--- config.mk ---
export PLATFORM = sky130hd
export DESIGN_NAME = sssr_status_summary
export DESIGN_NICKNAME = d
export VERILOG_FILES = /design/src/sssr_pkg.sv /design/src/sssr_event_set.sv /design/src/sssr_status_summary.sv
export SDC_FILE = /design/constraint.sdc
export NUM_CORES = 1
export LEC_CHECK = 0
export ABC_AREA = 1
export BUFFER_PORTS_ARGS = -buffer_cell sky130_fd_sc_hd__buf_2
export CORE_UTILIZATION = 25
export CTS_CLUSTER_DIAMETER = 100
export DETAILED_ROUTE_END_ITERATION = 12
export HOLD_SLACK_MARGIN = 0.02
export REMOVE_ABC_BUFFERS = 1
export SLEW_MARGIN = 15
export SYNTH_ARGS = -nofsm -noshare
export SYNTH_HDL_FRONTEND = slang
export SYNTH_SLANG_ARGS = --single-unit
--- constraint.sdc ---
create_clock -name mclk -period 3.9 [get_ports mclk]
set_input_delay 0.78 -clock mclk [delete_from_list [all_inputs] [get_ports mclk]]
set_output_delay 0.78 -clock mclk [all_outputs]
set_load 0.005 [all_outputs]
--- src/sssr_pkg.sv ---
// package: constants, types and structs for the status summary block
package sssr_pkg;
   // ----------------------------------------------------------------
   // widths
   // ----------------------------------------------------------------
   localparam int SSSR_EVT_W = 16;
   localparam int SSSR_STD_W = 8;
   localparam int SSSR_NUM_SETS = 10;

   // ----------------------------------------------------------------
   // status byte field positions
   // ----------------------------------------------------------------
   localparam int SSSR_BIT_MEAS = 0;
   localparam int SSSR_BIT_UNUSED = 1;
   localparam int SSSR_BIT_ERR = 2;
   localparam int SSSR_BIT_QUES = 3;
   localparam int SSSR_BIT_MSG = 4;
   localparam int SSSR_BIT_STD = 5;
   localparam int SSSR_BIT_RQS = 6;
   localparam int SSSR_BIT_OPER = 7;

   // ----------------------------------------------------------------
   // reset values
   // ----------------------------------------------------------------
   localparam logic [15:0] SSSR_EVT_RST = 16'h0000;
   localparam logic [15:0] SSSR_ENA_RST = 16'h0000;
   localparam logic [7:0] SSSR_SRE_RST = 8'h00;
   localparam logic [15:0] SSSR_RD_RST = 16'h0000;
   // the error queue is told to empty for as long as reset is held
   localparam logic SSSR_ERRCLR_RST = 1'b1;

   // ----------------------------------------------------------------
   // event register set indices
   // ----------------------------------------------------------------
   typedef enum logic [3:0]
   {
      SSSR_SET_STD = 4'h0,
      SSSR_SET_OPER = 4'h1,
      SSSR_SET_OPER_INST = 4'h2,
      SSSR_SET_OPER_ISUM = 4'h3,
      SSSR_SET_QUES = 4'h4,
      SSSR_SET_QUES_INST = 4'h5,
      SSSR_SET_QUES_ISUM = 4'h6,
      SSSR_SET_MEAS = 4'h7,
      SSSR_SET_MEAS_INST = 4'h8,
      SSSR_SET_MEAS_ISUM = 4'h9
   } sssr_set_e;

   // ----------------------------------------------------------------
   // command port carriers
   // ----------------------------------------------------------------
   typedef struct packed
   {
      logic wr_ena;
      logic rd_evt;
      logic [3:0] sel;
      logic [15:0] data;
   } sssr_cmd_s;

   typedef struct packed
   {
      logic [3:0] sel;
      logic sel_ena;
   } sssr_rd_s;

   typedef struct packed
   {
      logic err_entry;
      logic msg_waiting;
   } sssr_queue_s;
endpackage

--- src/sssr_event_set.sv ---
// one event register with its enable register and summary message
`timescale 1ns/10ps
module sssr_event_set
#(
   parameter int WIDTH = 16
)
(
   input wire logic mclk,
   input wire logic rst_b,
   input wire logic [WIDTH-1:0] evt_set,
   input wire logic evt_clr,
   input wire logic ena_wr,
   input wire logic [WIDTH-1:0] ena_data,
   output logic [WIDTH-1:0] evt_q,
   output logic [WIDTH-1:0] ena_q,
   output logic summary
);
   import sssr_pkg::*;

   typedef struct packed
   {
      logic [WIDTH-1:0] evt;
      logic [WIDTH-1:0] ena;
   } sssr_set_state_s;

   sssr_set_state_s st_q;
   sssr_set_state_s st_d;

   // the reset constants are only as wide as the widest event register
   if (WIDTH < 1 || WIDTH > SSSR_EVT_W)
   begin : g_bad_width
      $error("event set width out of range");
   end

   always_comb
   begin
      st_d = st_q;
      // new events win over a clear landing in the same cycle
      if (evt_clr)
      begin
         st_d.evt = '0;
      end
      st_d.evt = st_d.evt | evt_set;
      if (ena_wr)
      begin
         st_d.ena = ena_data;
      end
   end

   always_ff @(posedge mclk)
   begin
      if (!rst_b)
      begin
         st_q.evt <= SSSR_EVT_RST[WIDTH-1:0];
         st_q.ena <= SSSR_ENA_RST[WIDTH-1:0];
      end
      else
      begin
         st_q <= st_d;
      end
   end

   assign evt_q = st_q.evt;
   assign ena_q = st_q.ena;
   // a cleared enable bit masks its event, a set one passes it
   assign summary = |(st_q.evt & st_q.ena);
endmodule

--- src/sssr_status_summary.sv ---
// status summary byte and service request logic for the instrument
`timescale 1ns/10ps
module sssr_status_summary
(
   input wire logic mclk,
   input wire logic rst_b,
   input wire logic clear_status_command,
   input wire sssr_pkg::sssr_cmd_s cmd,
   input wire logic sre_wr,
   input wire logic [7:0] sre_data,
   input wire sssr_pkg::sssr_rd_s rd,
   input wire logic [sssr_pkg::SSSR_NUM_SETS*sssr_pkg::SSSR_EVT_W-1:0] evt_set,
   input wire sssr_pkg::sssr_queue_s queue,
   output logic [15:0] rd_data,
   output logic [7:0] status_summary_byte,
   output logic [7:0] sre_q_out,
   output logic error_queue_clear,
   output logic service_request_flag,
   output logic master_summary_flag
);
   import sssr_pkg::*;

   // ----------------------------------------------------------------
   // state
   // ----------------------------------------------------------------
   typedef struct packed
   {
      logic [7:0] sre;
      logic [15:0] rd_data;
      logic err_clr;
   } sssr_top_state_s;

   sssr_top_state_s st_q;
   sssr_top_state_s st_d;

   logic [SSSR_NUM_SETS*SSSR_EVT_W-1:0] evt_all;
   logic [SSSR_NUM_SETS*SSSR_EVT_W-1:0] ena_all;
   logic [SSSR_NUM_SETS-1:0] summ;
   logic [SSSR_NUM_SETS-1:0] clr_vec;
   logic [SSSR_NUM_SETS-1:0] wr_vec;
   logic [7:0] sbyte;
   logic operation_summary_flag;
   logic questionable_summary_flag;
   logic standard_event_summary_flag;
   logic error_queue_nonempty_flag;
   logic response_waiting_flag;
   logic meas_summary_flag;

   function automatic logic sel_hit(input logic [3:0] sel, input int idx);
      sel_hit = (sel == 4'(idx));
   endfunction

   // a select past the last set names nothing; a read of it returns SSSR_RD_RST
   function automatic logic set_valid(input logic [3:0] sel);
      set_valid = (int'(sel) < SSSR_NUM_SETS);
   endfunction

   // ----------------------------------------------------------------
   // elaboration checks
   // ----------------------------------------------------------------
   // the set select is four bits wide, so no more than sixteen sets can be reached
   if (SSSR_NUM_SETS < 1 || SSSR_NUM_SETS > 16)
   begin : g_bad_sets
      $error("number of event sets out of range");
   end
   // the read port carries one event register per read
   if (SSSR_EVT_W < 1 || SSSR_EVT_W > 16)
   begin : g_bad_evt_w
      $error("event register width out of range");
   end
   if (SSSR_STD_W > SSSR_EVT_W)
   begin : g_bad_std_w
      $error("standard set wider than an event register");
   end
   // every summary bit must land inside the byte
   if (SSSR_BIT_MEAS > 7 || SSSR_BIT_ERR > 7 || SSSR_BIT_QUES > 7 || SSSR_BIT_MSG > 7)
   begin : g_bad_low_pos
      $error("summary bit position outside the byte");
   end
   if (SSSR_BIT_STD > 7 || SSSR_BIT_RQS > 7 || SSSR_BIT_OPER > 7 || SSSR_BIT_UNUSED > 7)
   begin : g_bad_high_pos
      $error("summary bit position outside the byte");
   end

   // ----------------------------------------------------------------
   // event register sets
   // ----------------------------------------------------------------
   genvar gi;
   generate
      for (gi = 0; gi < SSSR_NUM_SETS; gi++)
      begin : g_set
         // a cmd.rd_evt read of the register clears it, a rd port read does not; clear-status clears all ten
         assign clr_vec[gi] = clear_status_command
                              | (cmd.rd_evt & sel_hit(cmd.sel, gi));
         assign wr_vec[gi] = cmd.wr_ena & sel_hit(cmd.sel, gi);
         sssr_event_set
         #(
            .WIDTH(SSSR_EVT_W)
         )
         u_set
         (
            .mclk(mclk),
            .rst_b(rst_b),
            .evt_set(evt_set[gi*SSSR_EVT_W +: SSSR_EVT_W]),
            .evt_clr(clr_vec[gi]),
            .ena_wr(wr_vec[gi]),
            .ena_data(cmd.data),
            .evt_q(evt_all[gi*SSSR_EVT_W +: SSSR_EVT_W]),
            .ena_q(ena_all[gi*SSSR_EVT_W +: SSSR_EVT_W]),
            .summary(summ[gi])
         );
      end
   endgenerate

   // ----------------------------------------------------------------
   // summary messages
   // ----------------------------------------------------------------
   // the standard set is built SSSR_EVT_W wide like the rest; its upper bits are not masked
   assign standard_event_summary_flag = summ[SSSR_SET_STD];
   assign operation_summary_flag = summ[SSSR_SET_OPER];
   assign questionable_summary_flag = summ[SSSR_SET_QUES];
   assign meas_summary_flag = summ[SSSR_SET_MEAS];
   assign error_queue_nonempty_flag = queue.err_entry;
   assign response_waiting_flag = queue.msg_waiting;

   // ----------------------------------------------------------------
   // summary byte
   // ----------------------------------------------------------------
   // combinational so no bit outlives its message
   always_comb
   begin
      sbyte = 8'h00;
      sbyte[SSSR_BIT_MEAS] = meas_summary_flag;
      sbyte[SSSR_BIT_UNUSED] = 1'b0;
      sbyte[SSSR_BIT_ERR] = error_queue_nonempty_flag;
      sbyte[SSSR_BIT_QUES] = questionable_summary_flag;
      sbyte[SSSR_BIT_MSG] = response_waiting_flag;
      sbyte[SSSR_BIT_STD] = standard_event_summary_flag;
      sbyte[SSSR_BIT_OPER] = operation_summary_flag;
      // the enable's own bit 6 is excluded so the summary cannot feed itself
      sbyte[SSSR_BIT_RQS] = |(sbyte & st_q.sre & ~(8'h01 << SSSR_BIT_RQS));
   end

   assign master_summary_flag = sbyte[SSSR_BIT_RQS];
   assign service_request_flag = sbyte[SSSR_BIT_RQS];
   assign status_summary_byte = sbyte;

   // ----------------------------------------------------------------
   // enable register, read port and error queue clear
   // ----------------------------------------------------------------
   always_comb
   begin
      st_d = st_q;
      st_d.err_clr = clear_status_command;
      if (sre_wr)
      begin
         st_d.sre = sre_data;
      end
      if (rd.sel_ena && set_valid(rd.sel))
      begin
         st_d.rd_data = evt_all[rd.sel*SSSR_EVT_W +: SSSR_EVT_W];
      end
      else if (rd.sel_ena)
      begin
         // reading off the end of the vector would hand back unknowns
         st_d.rd_data = SSSR_RD_RST;
      end
      else
      begin
         st_d.rd_data = 16'(sbyte);
      end
   end

   always_ff @(posedge mclk)
   begin
      if (!rst_b)
      begin
         st_q.sre <= SSSR_SRE_RST;
         st_q.rd_data <= SSSR_RD_RST;
         st_q.err_clr <= SSSR_ERRCLR_RST;
      end
      else
      begin
         st_q <= st_d;
      end
   end

   assign rd_data = st_q.rd_data;
   assign sre_q_out = st_q.sre;
   assign error_queue_clear = st_q.err_clr;
endmodule

---- Yosys cells after proc, flatten, opt, wreduce, memory -nomap -nowiden ----
Index checks and enable logic that the tools add are counted.
W data, S select, Z words.
word-level totals
  bits in latches ......................... 0
  input port bits ......................... 201
  bits in read-only memories .............. 0
  register bits ........................... 249
  memory bits (writable) .................. 0
  memories ................................ 0
cells by class
  add/subtract/negate cells ............... 0
  div/mod/pow operators ................... 0
  shift operators ......................... 1
  reductions and logical operators ........ 7
  bitwise gates (word level) .............. 39
  multiply operators ...................... 0
  muxes and demuxes ....................... 12
  equality and inequality tests ........... 9
  magnitude comparators ................... 1
operator list
  cell                  number
  $mux W16              11
  $or A16 B16 Y16       10
  $shiftx A160 B9 Y16   1
  $and A16 B16 Y16      4
  $reduce_or A16 Y1     4
  $eq A4 B3 Y1 const B  4
  $and A1 B1 Y1         14
  $or A1 B1 Y1          10
  $and A8 B8 Y8         1
  $eq A4 B2 Y1 const B  2
  $eq A4 B4 Y1 const B  2
  $mux W8               1
  $reduce_or A7 Y1      1
  $eq A4 B1 Y1 const B  1
  $logic_not A4 Y1      1
  $lt A4 B4 Y1 const B  1
  $logic_and A1 B1 Y1   1

---- Longest topological paths before layout ----
  word-level depth ........................ 6
  mapped depth ............................ 10
  depth with buffers taken out ............ 10

---- Modules after synthesis ----
A second synthesis with hierarchy kept.
unflattened totals
  cells, all modules ...................... 2114
  area total of the unflattened synthesis .. 14586.5 µm²
by module, submodules not included
  module               cells an instance  area each (µm²)  seq. area each (µm²)  instances
  sssr_event_set       155                1173.6           640.6                 10
  sssr_status_summary  564                2850.2           500.5                 1

---- Least setup slack after synthesis ----
Ideal clock, no wire load.
  path kind ............................... input-to-output
  start ................................... input queue[1] in the netlist's numbering
  end ..................................... output service_request_flag
  arrival time ............................ 1.399 ns
  buffers on the path ..................... 1
  path slack .............................. 1.721 ns
  cell stages on the path ................. 4
  cell sequence ........................... a22o_1 a21oi_1 nand3_1 buf_4
between the ends
  cells in the longest elaborated chain, start to end .. 2
ends and longest elaborated chain
  item              line                        RTL
  start, declared   sssr_status_summary.sv:13   input wire sssr_pkg::sssr_queue_s queue,
  $and A8 B8 Y8     sssr_status_summary.sv:141  sbyte[SSSR_BIT_RQS] = |(sbyte & st_q.sre & ~(8'h01 << SSSR_BIT_RQS));
  $reduce_or A7 Y1  sssr_status_summary.sv:141
  end, declared     sssr_status_summary.sv:18   output logic service_request_flag,
No other way between the ends.

---- Worst setup path after layout ----
  start ................................... register g_set[0].u_set.st_q (netlist bit g_set[0].u_set.evt_q[14])
  end ..................................... output service_request_flag
between the ends
  cells in the longest elaborated chain, start to end .. 4
ends and longest elaborated chain
  item                    line                        RTL
  start, declared         sssr_event_set.sv:26        sssr_set_state_s st_q;
  start signal, assigned  sssr_event_set.sv:59        st_q <= st_d;
  $and A16 B16 Y16        sssr_event_set.sv:66        assign summary = |(st_q.evt & st_q.ena);
  $reduce_or A16 Y1       sssr_event_set.sv:66
  $and A8 B8 Y8           sssr_status_summary.sv:141
  $reduce_or A7 Y1        sssr_status_summary.sv:141
No other way between the ends.

==> summary.md <==
| Metric | Value |
|---|---|
| Warnings from Yosys | 0 |
| Initial core utilization | 0.2555 |
| Root Driver | clkbuf_16 |
| Max Cap Viol | 0 |
| Synth area leaders | dfxtp_1 (47%), nand2_1 (11%), a21oi_1 (10%), inv_1 (7.8%), o21ai_0 (5.4%) |
| Placed inst area | 12100 um2 |
| Initial drt markers | 1044 |
| TritonCTS Sinks | 249 |
| Final ANT Viol Nets | 0 |
| Kind of critical path | flop to primary output |
| Leading area contributor after synthesis | dfxtp_1 |
| Post-synthesis sequential area ratio | 0.4735 |
| Measured slew at the worst slew-check pin | 1.108 ns |
| Hold Path Depth | 2 |
| Number of antenna violations at the first check in global routing | 2 |
| CTS tree | done |
| Worst skew pair latency | 0.57 ns |
| Row Count | 74 |
| Arr. time, crit path | 2.15 ns |
| Startpoint class of the critical path | flop |
| Share of layout cells above drive strength 1 | 0.1807 |
| Vias per cell | 4.608 |
| RSZ-0062 raised after global routing | no |
| Routed wire length per instance | 17.67 um |
| Crit-path max FO | 4 |
| Worst Skew | 0.02278 ns |
| Count of cell types in the netlist | 23 |
| Most frequent cell after synthesis | nand2_1 |
| Critical Path Sink Type | primary output |
| Pwr Density | 467.5 nW/um2 |
| Max Transition Viols Final | 0 |
| Final period util | 0.7518 |
| Clock Tree Buf Depth | 3 |
| Worst EP required | 3.12 ns |
| Die width | 207.2 um |
| Clock slew at reported path FFs | 0.06 ns |
| Layout area overhead | 23.96% |
| Largest net degree at the start of global routing | 109 |
| Detail Placement HPWL | 29.19 mm |
| Die area | 42940 um2 |
| Total CTS buffers | 30 |
| #FFs+latches synth | 249 |
| Top-area cell type share of the netlist area | 0.4735 |
| 1st-pass router iterations | 6 |
| Core area | 41200 um2 |
| Drt total wl | 39.30 mm |
| Syn Inst Count | 1474 |
| Worst r2r src | g_set[0].u_set.evt_q[14] |
| RR Endpoint | rd_data[6] |
| Min Tclk post-route | 2.932 ns |
| Fillcell total | 4526 |
| Maximum vdd drop | 0.3118 mV |
| Status | finished, final reports clean |
| Number of flops mapped to enable cells by yosys | 0 |
| Leak pwr | 5.957 nW |
| Nets@finish | 1870 |
| Minimum hold slack | 0.4194 ns |
| Syn Std Cell Area | 10530 um2 |
| Worst slew margin | 0.2616 |
| GRT Util Overall | 0.1804 |
| Global-route wire length before repair | 58.88 mm |
| Worst reg2reg setup slack | 2.22 ns |
| Post_cts resized | 0 |
| PortBufs | 234 |
| Fmax | 341.0 MHz |
| Syn avg cell area | 7.142 um2 |
| Gpl congestion | 0.8765 |
| Num ports | 236 |
| Tightest Hold Check Type | primary input to flop |
| Post-CTS setup buffer count | 0 |
| Synth top cells by count | nand2_1 (316), dfxtp_1 (249), inv_1 (220), a21oi_1 (218), o21ai_0 (114) |
| Ys flop type | dfxtp_1 |
| Final core utilization | 0.3167 |
| Sink of the worst hold path | g_set[1].u_set.evt_q[12] |
| Vias in the first global route | 9941 |
| Hold_buf cts | 0 |
| Worst R2R Path Depth | 10 |
| Via count | 10.25k |
| Final setup viols | 0 |
| Post-route setup TNS | 0 ns |
| Post-synth ARST share | 0 |
| Hold Vio Cnt, Final | 0 |
| DRC viols | 0 |
| GRT overflow | 0 |
| Fin area | 13050 um2 |
| Worst hold start | evt_set[28] |
| CTS H-Tree Depth | 1 |
| Die Y | 207.2 um |
-- registers in the layout, indices dropped and copies added, names as in the netlist --
signal / flops
sre_q_out: 8
rd_data: 16
error_queue_clear: 1
g_set.u_set.evt_q: 160
g_set.u_set.ena_q: 64
-- worst max-delay path by stage --
stage,slack (ns),end,from,cells after the start
after floorplan,1.54,rd_data[7],rst_b,4
after global placement,1.23,g_set[4].u_set.ena_q[10],cmd[17],5
after detailed placement,1.15,g_set[4].u_set.ena_q[4],cmd[17],5
after CTS,0.90,service_request_flag,g_set[0].u_set.evt_q[14],9
after global routing,0.80,status_summary_byte[6],g_set[0].u_set.evt_q[14],9
final,0.97,service_request_flag,g_set[0].u_set.evt_q[14],9
-- logic make-up after synthesis --
family                 after synthesis  share of synthesized area
flip-flops                         249                     0.4735
AND/OR/NAND/NOR                    484                     0.1804
multiplexers                         1                  0.0009508
AO/OA/AOI/OAI                      425                     0.2261
buffers and inverters              314                     0.1187
other                                1                  0.0003562
-- report_power, final --
group          switching (mW)  leakage (nW)  internal (mW)
combinational           0.423          3.45          0.245
sequential             0.0819          2.06           2.68
clock                    1.10         0.445           1.57
total                    1.61          5.96           4.49
-- stage by stage --
step / instances / setup slack (ns) / power (mW)
2_1_floorplan: 1387 / 1.541 / 3.101
3_3_place_gp: 2169 / 1.226 / 3.476
3_5_place_dp: 2169 / 1.149 / 3.483
4_1_cts: 2220 / 0.9038 / 6.170
5_1_grt: 2222 / 0.7964 / 6.349
6_report: 2224 / 0.9678 / 6.101
-- critical path: stages, from the launching register on --
cell	delay, ns
dfxtp_1	0.36
nand2_1	0.09
nand2_1	0.05
nor2_1	0.18
nand2_1	0.08
nor2_1	0.31
nor2_1	0.08
nor2_1	0.11
nand3_1	0.16
buf_2	0.18
-- metal layers --
layer,vias up,part of all wire,GRT usage
met5,-,0,0
met4,0,0.032,0.05713
met3,77,0.083,0.03313
met2,432,0.45,0.2946
met1,4677,0.43,0.2402
li1,5062,-,-
-- cell type report --
type | count | area (um2) | share of cell area
Timing Repair Buffer | 250 | 1306 | 0.1001
Inverter | 227 | 854.6 | 0.06548
Multi-Input combinational cell | 911 | 4302 | 0.3296
Tap cell | 532 | 665.6 | 0.05101
Clock buffer | 43 | 850.8 | 0.06520
Clock inverter | 8 | 76.32 | 0.005849
Sequential cell | 249 | 4985 | 0.3820
Antenna cell | 4 | 10.01 | 0.0007670
-- cell usage in the layout (no fill, tap or decap), types with 3 or more instances in the layout --
cell and n:
a21oi_1 218, a31oi_2 4, buf_2 233, buf_4 16
clkbuf_1 9, clkbuf_16 31, clkbuf_8 3, clkinv_1 3
clkinv_2 3, clkinvlp_4 3, dfxtp_1 249, diode_2 4
inv_1 220, inv_2 3, nand2_1 316, nand3_1 58
nor2_1 106, nor2_2 3, o211ai_1 32, o21a_1 51
o21ai_0 114, o21ai_1 3
No activity file was read; power rests on OpenSTA's default activity.
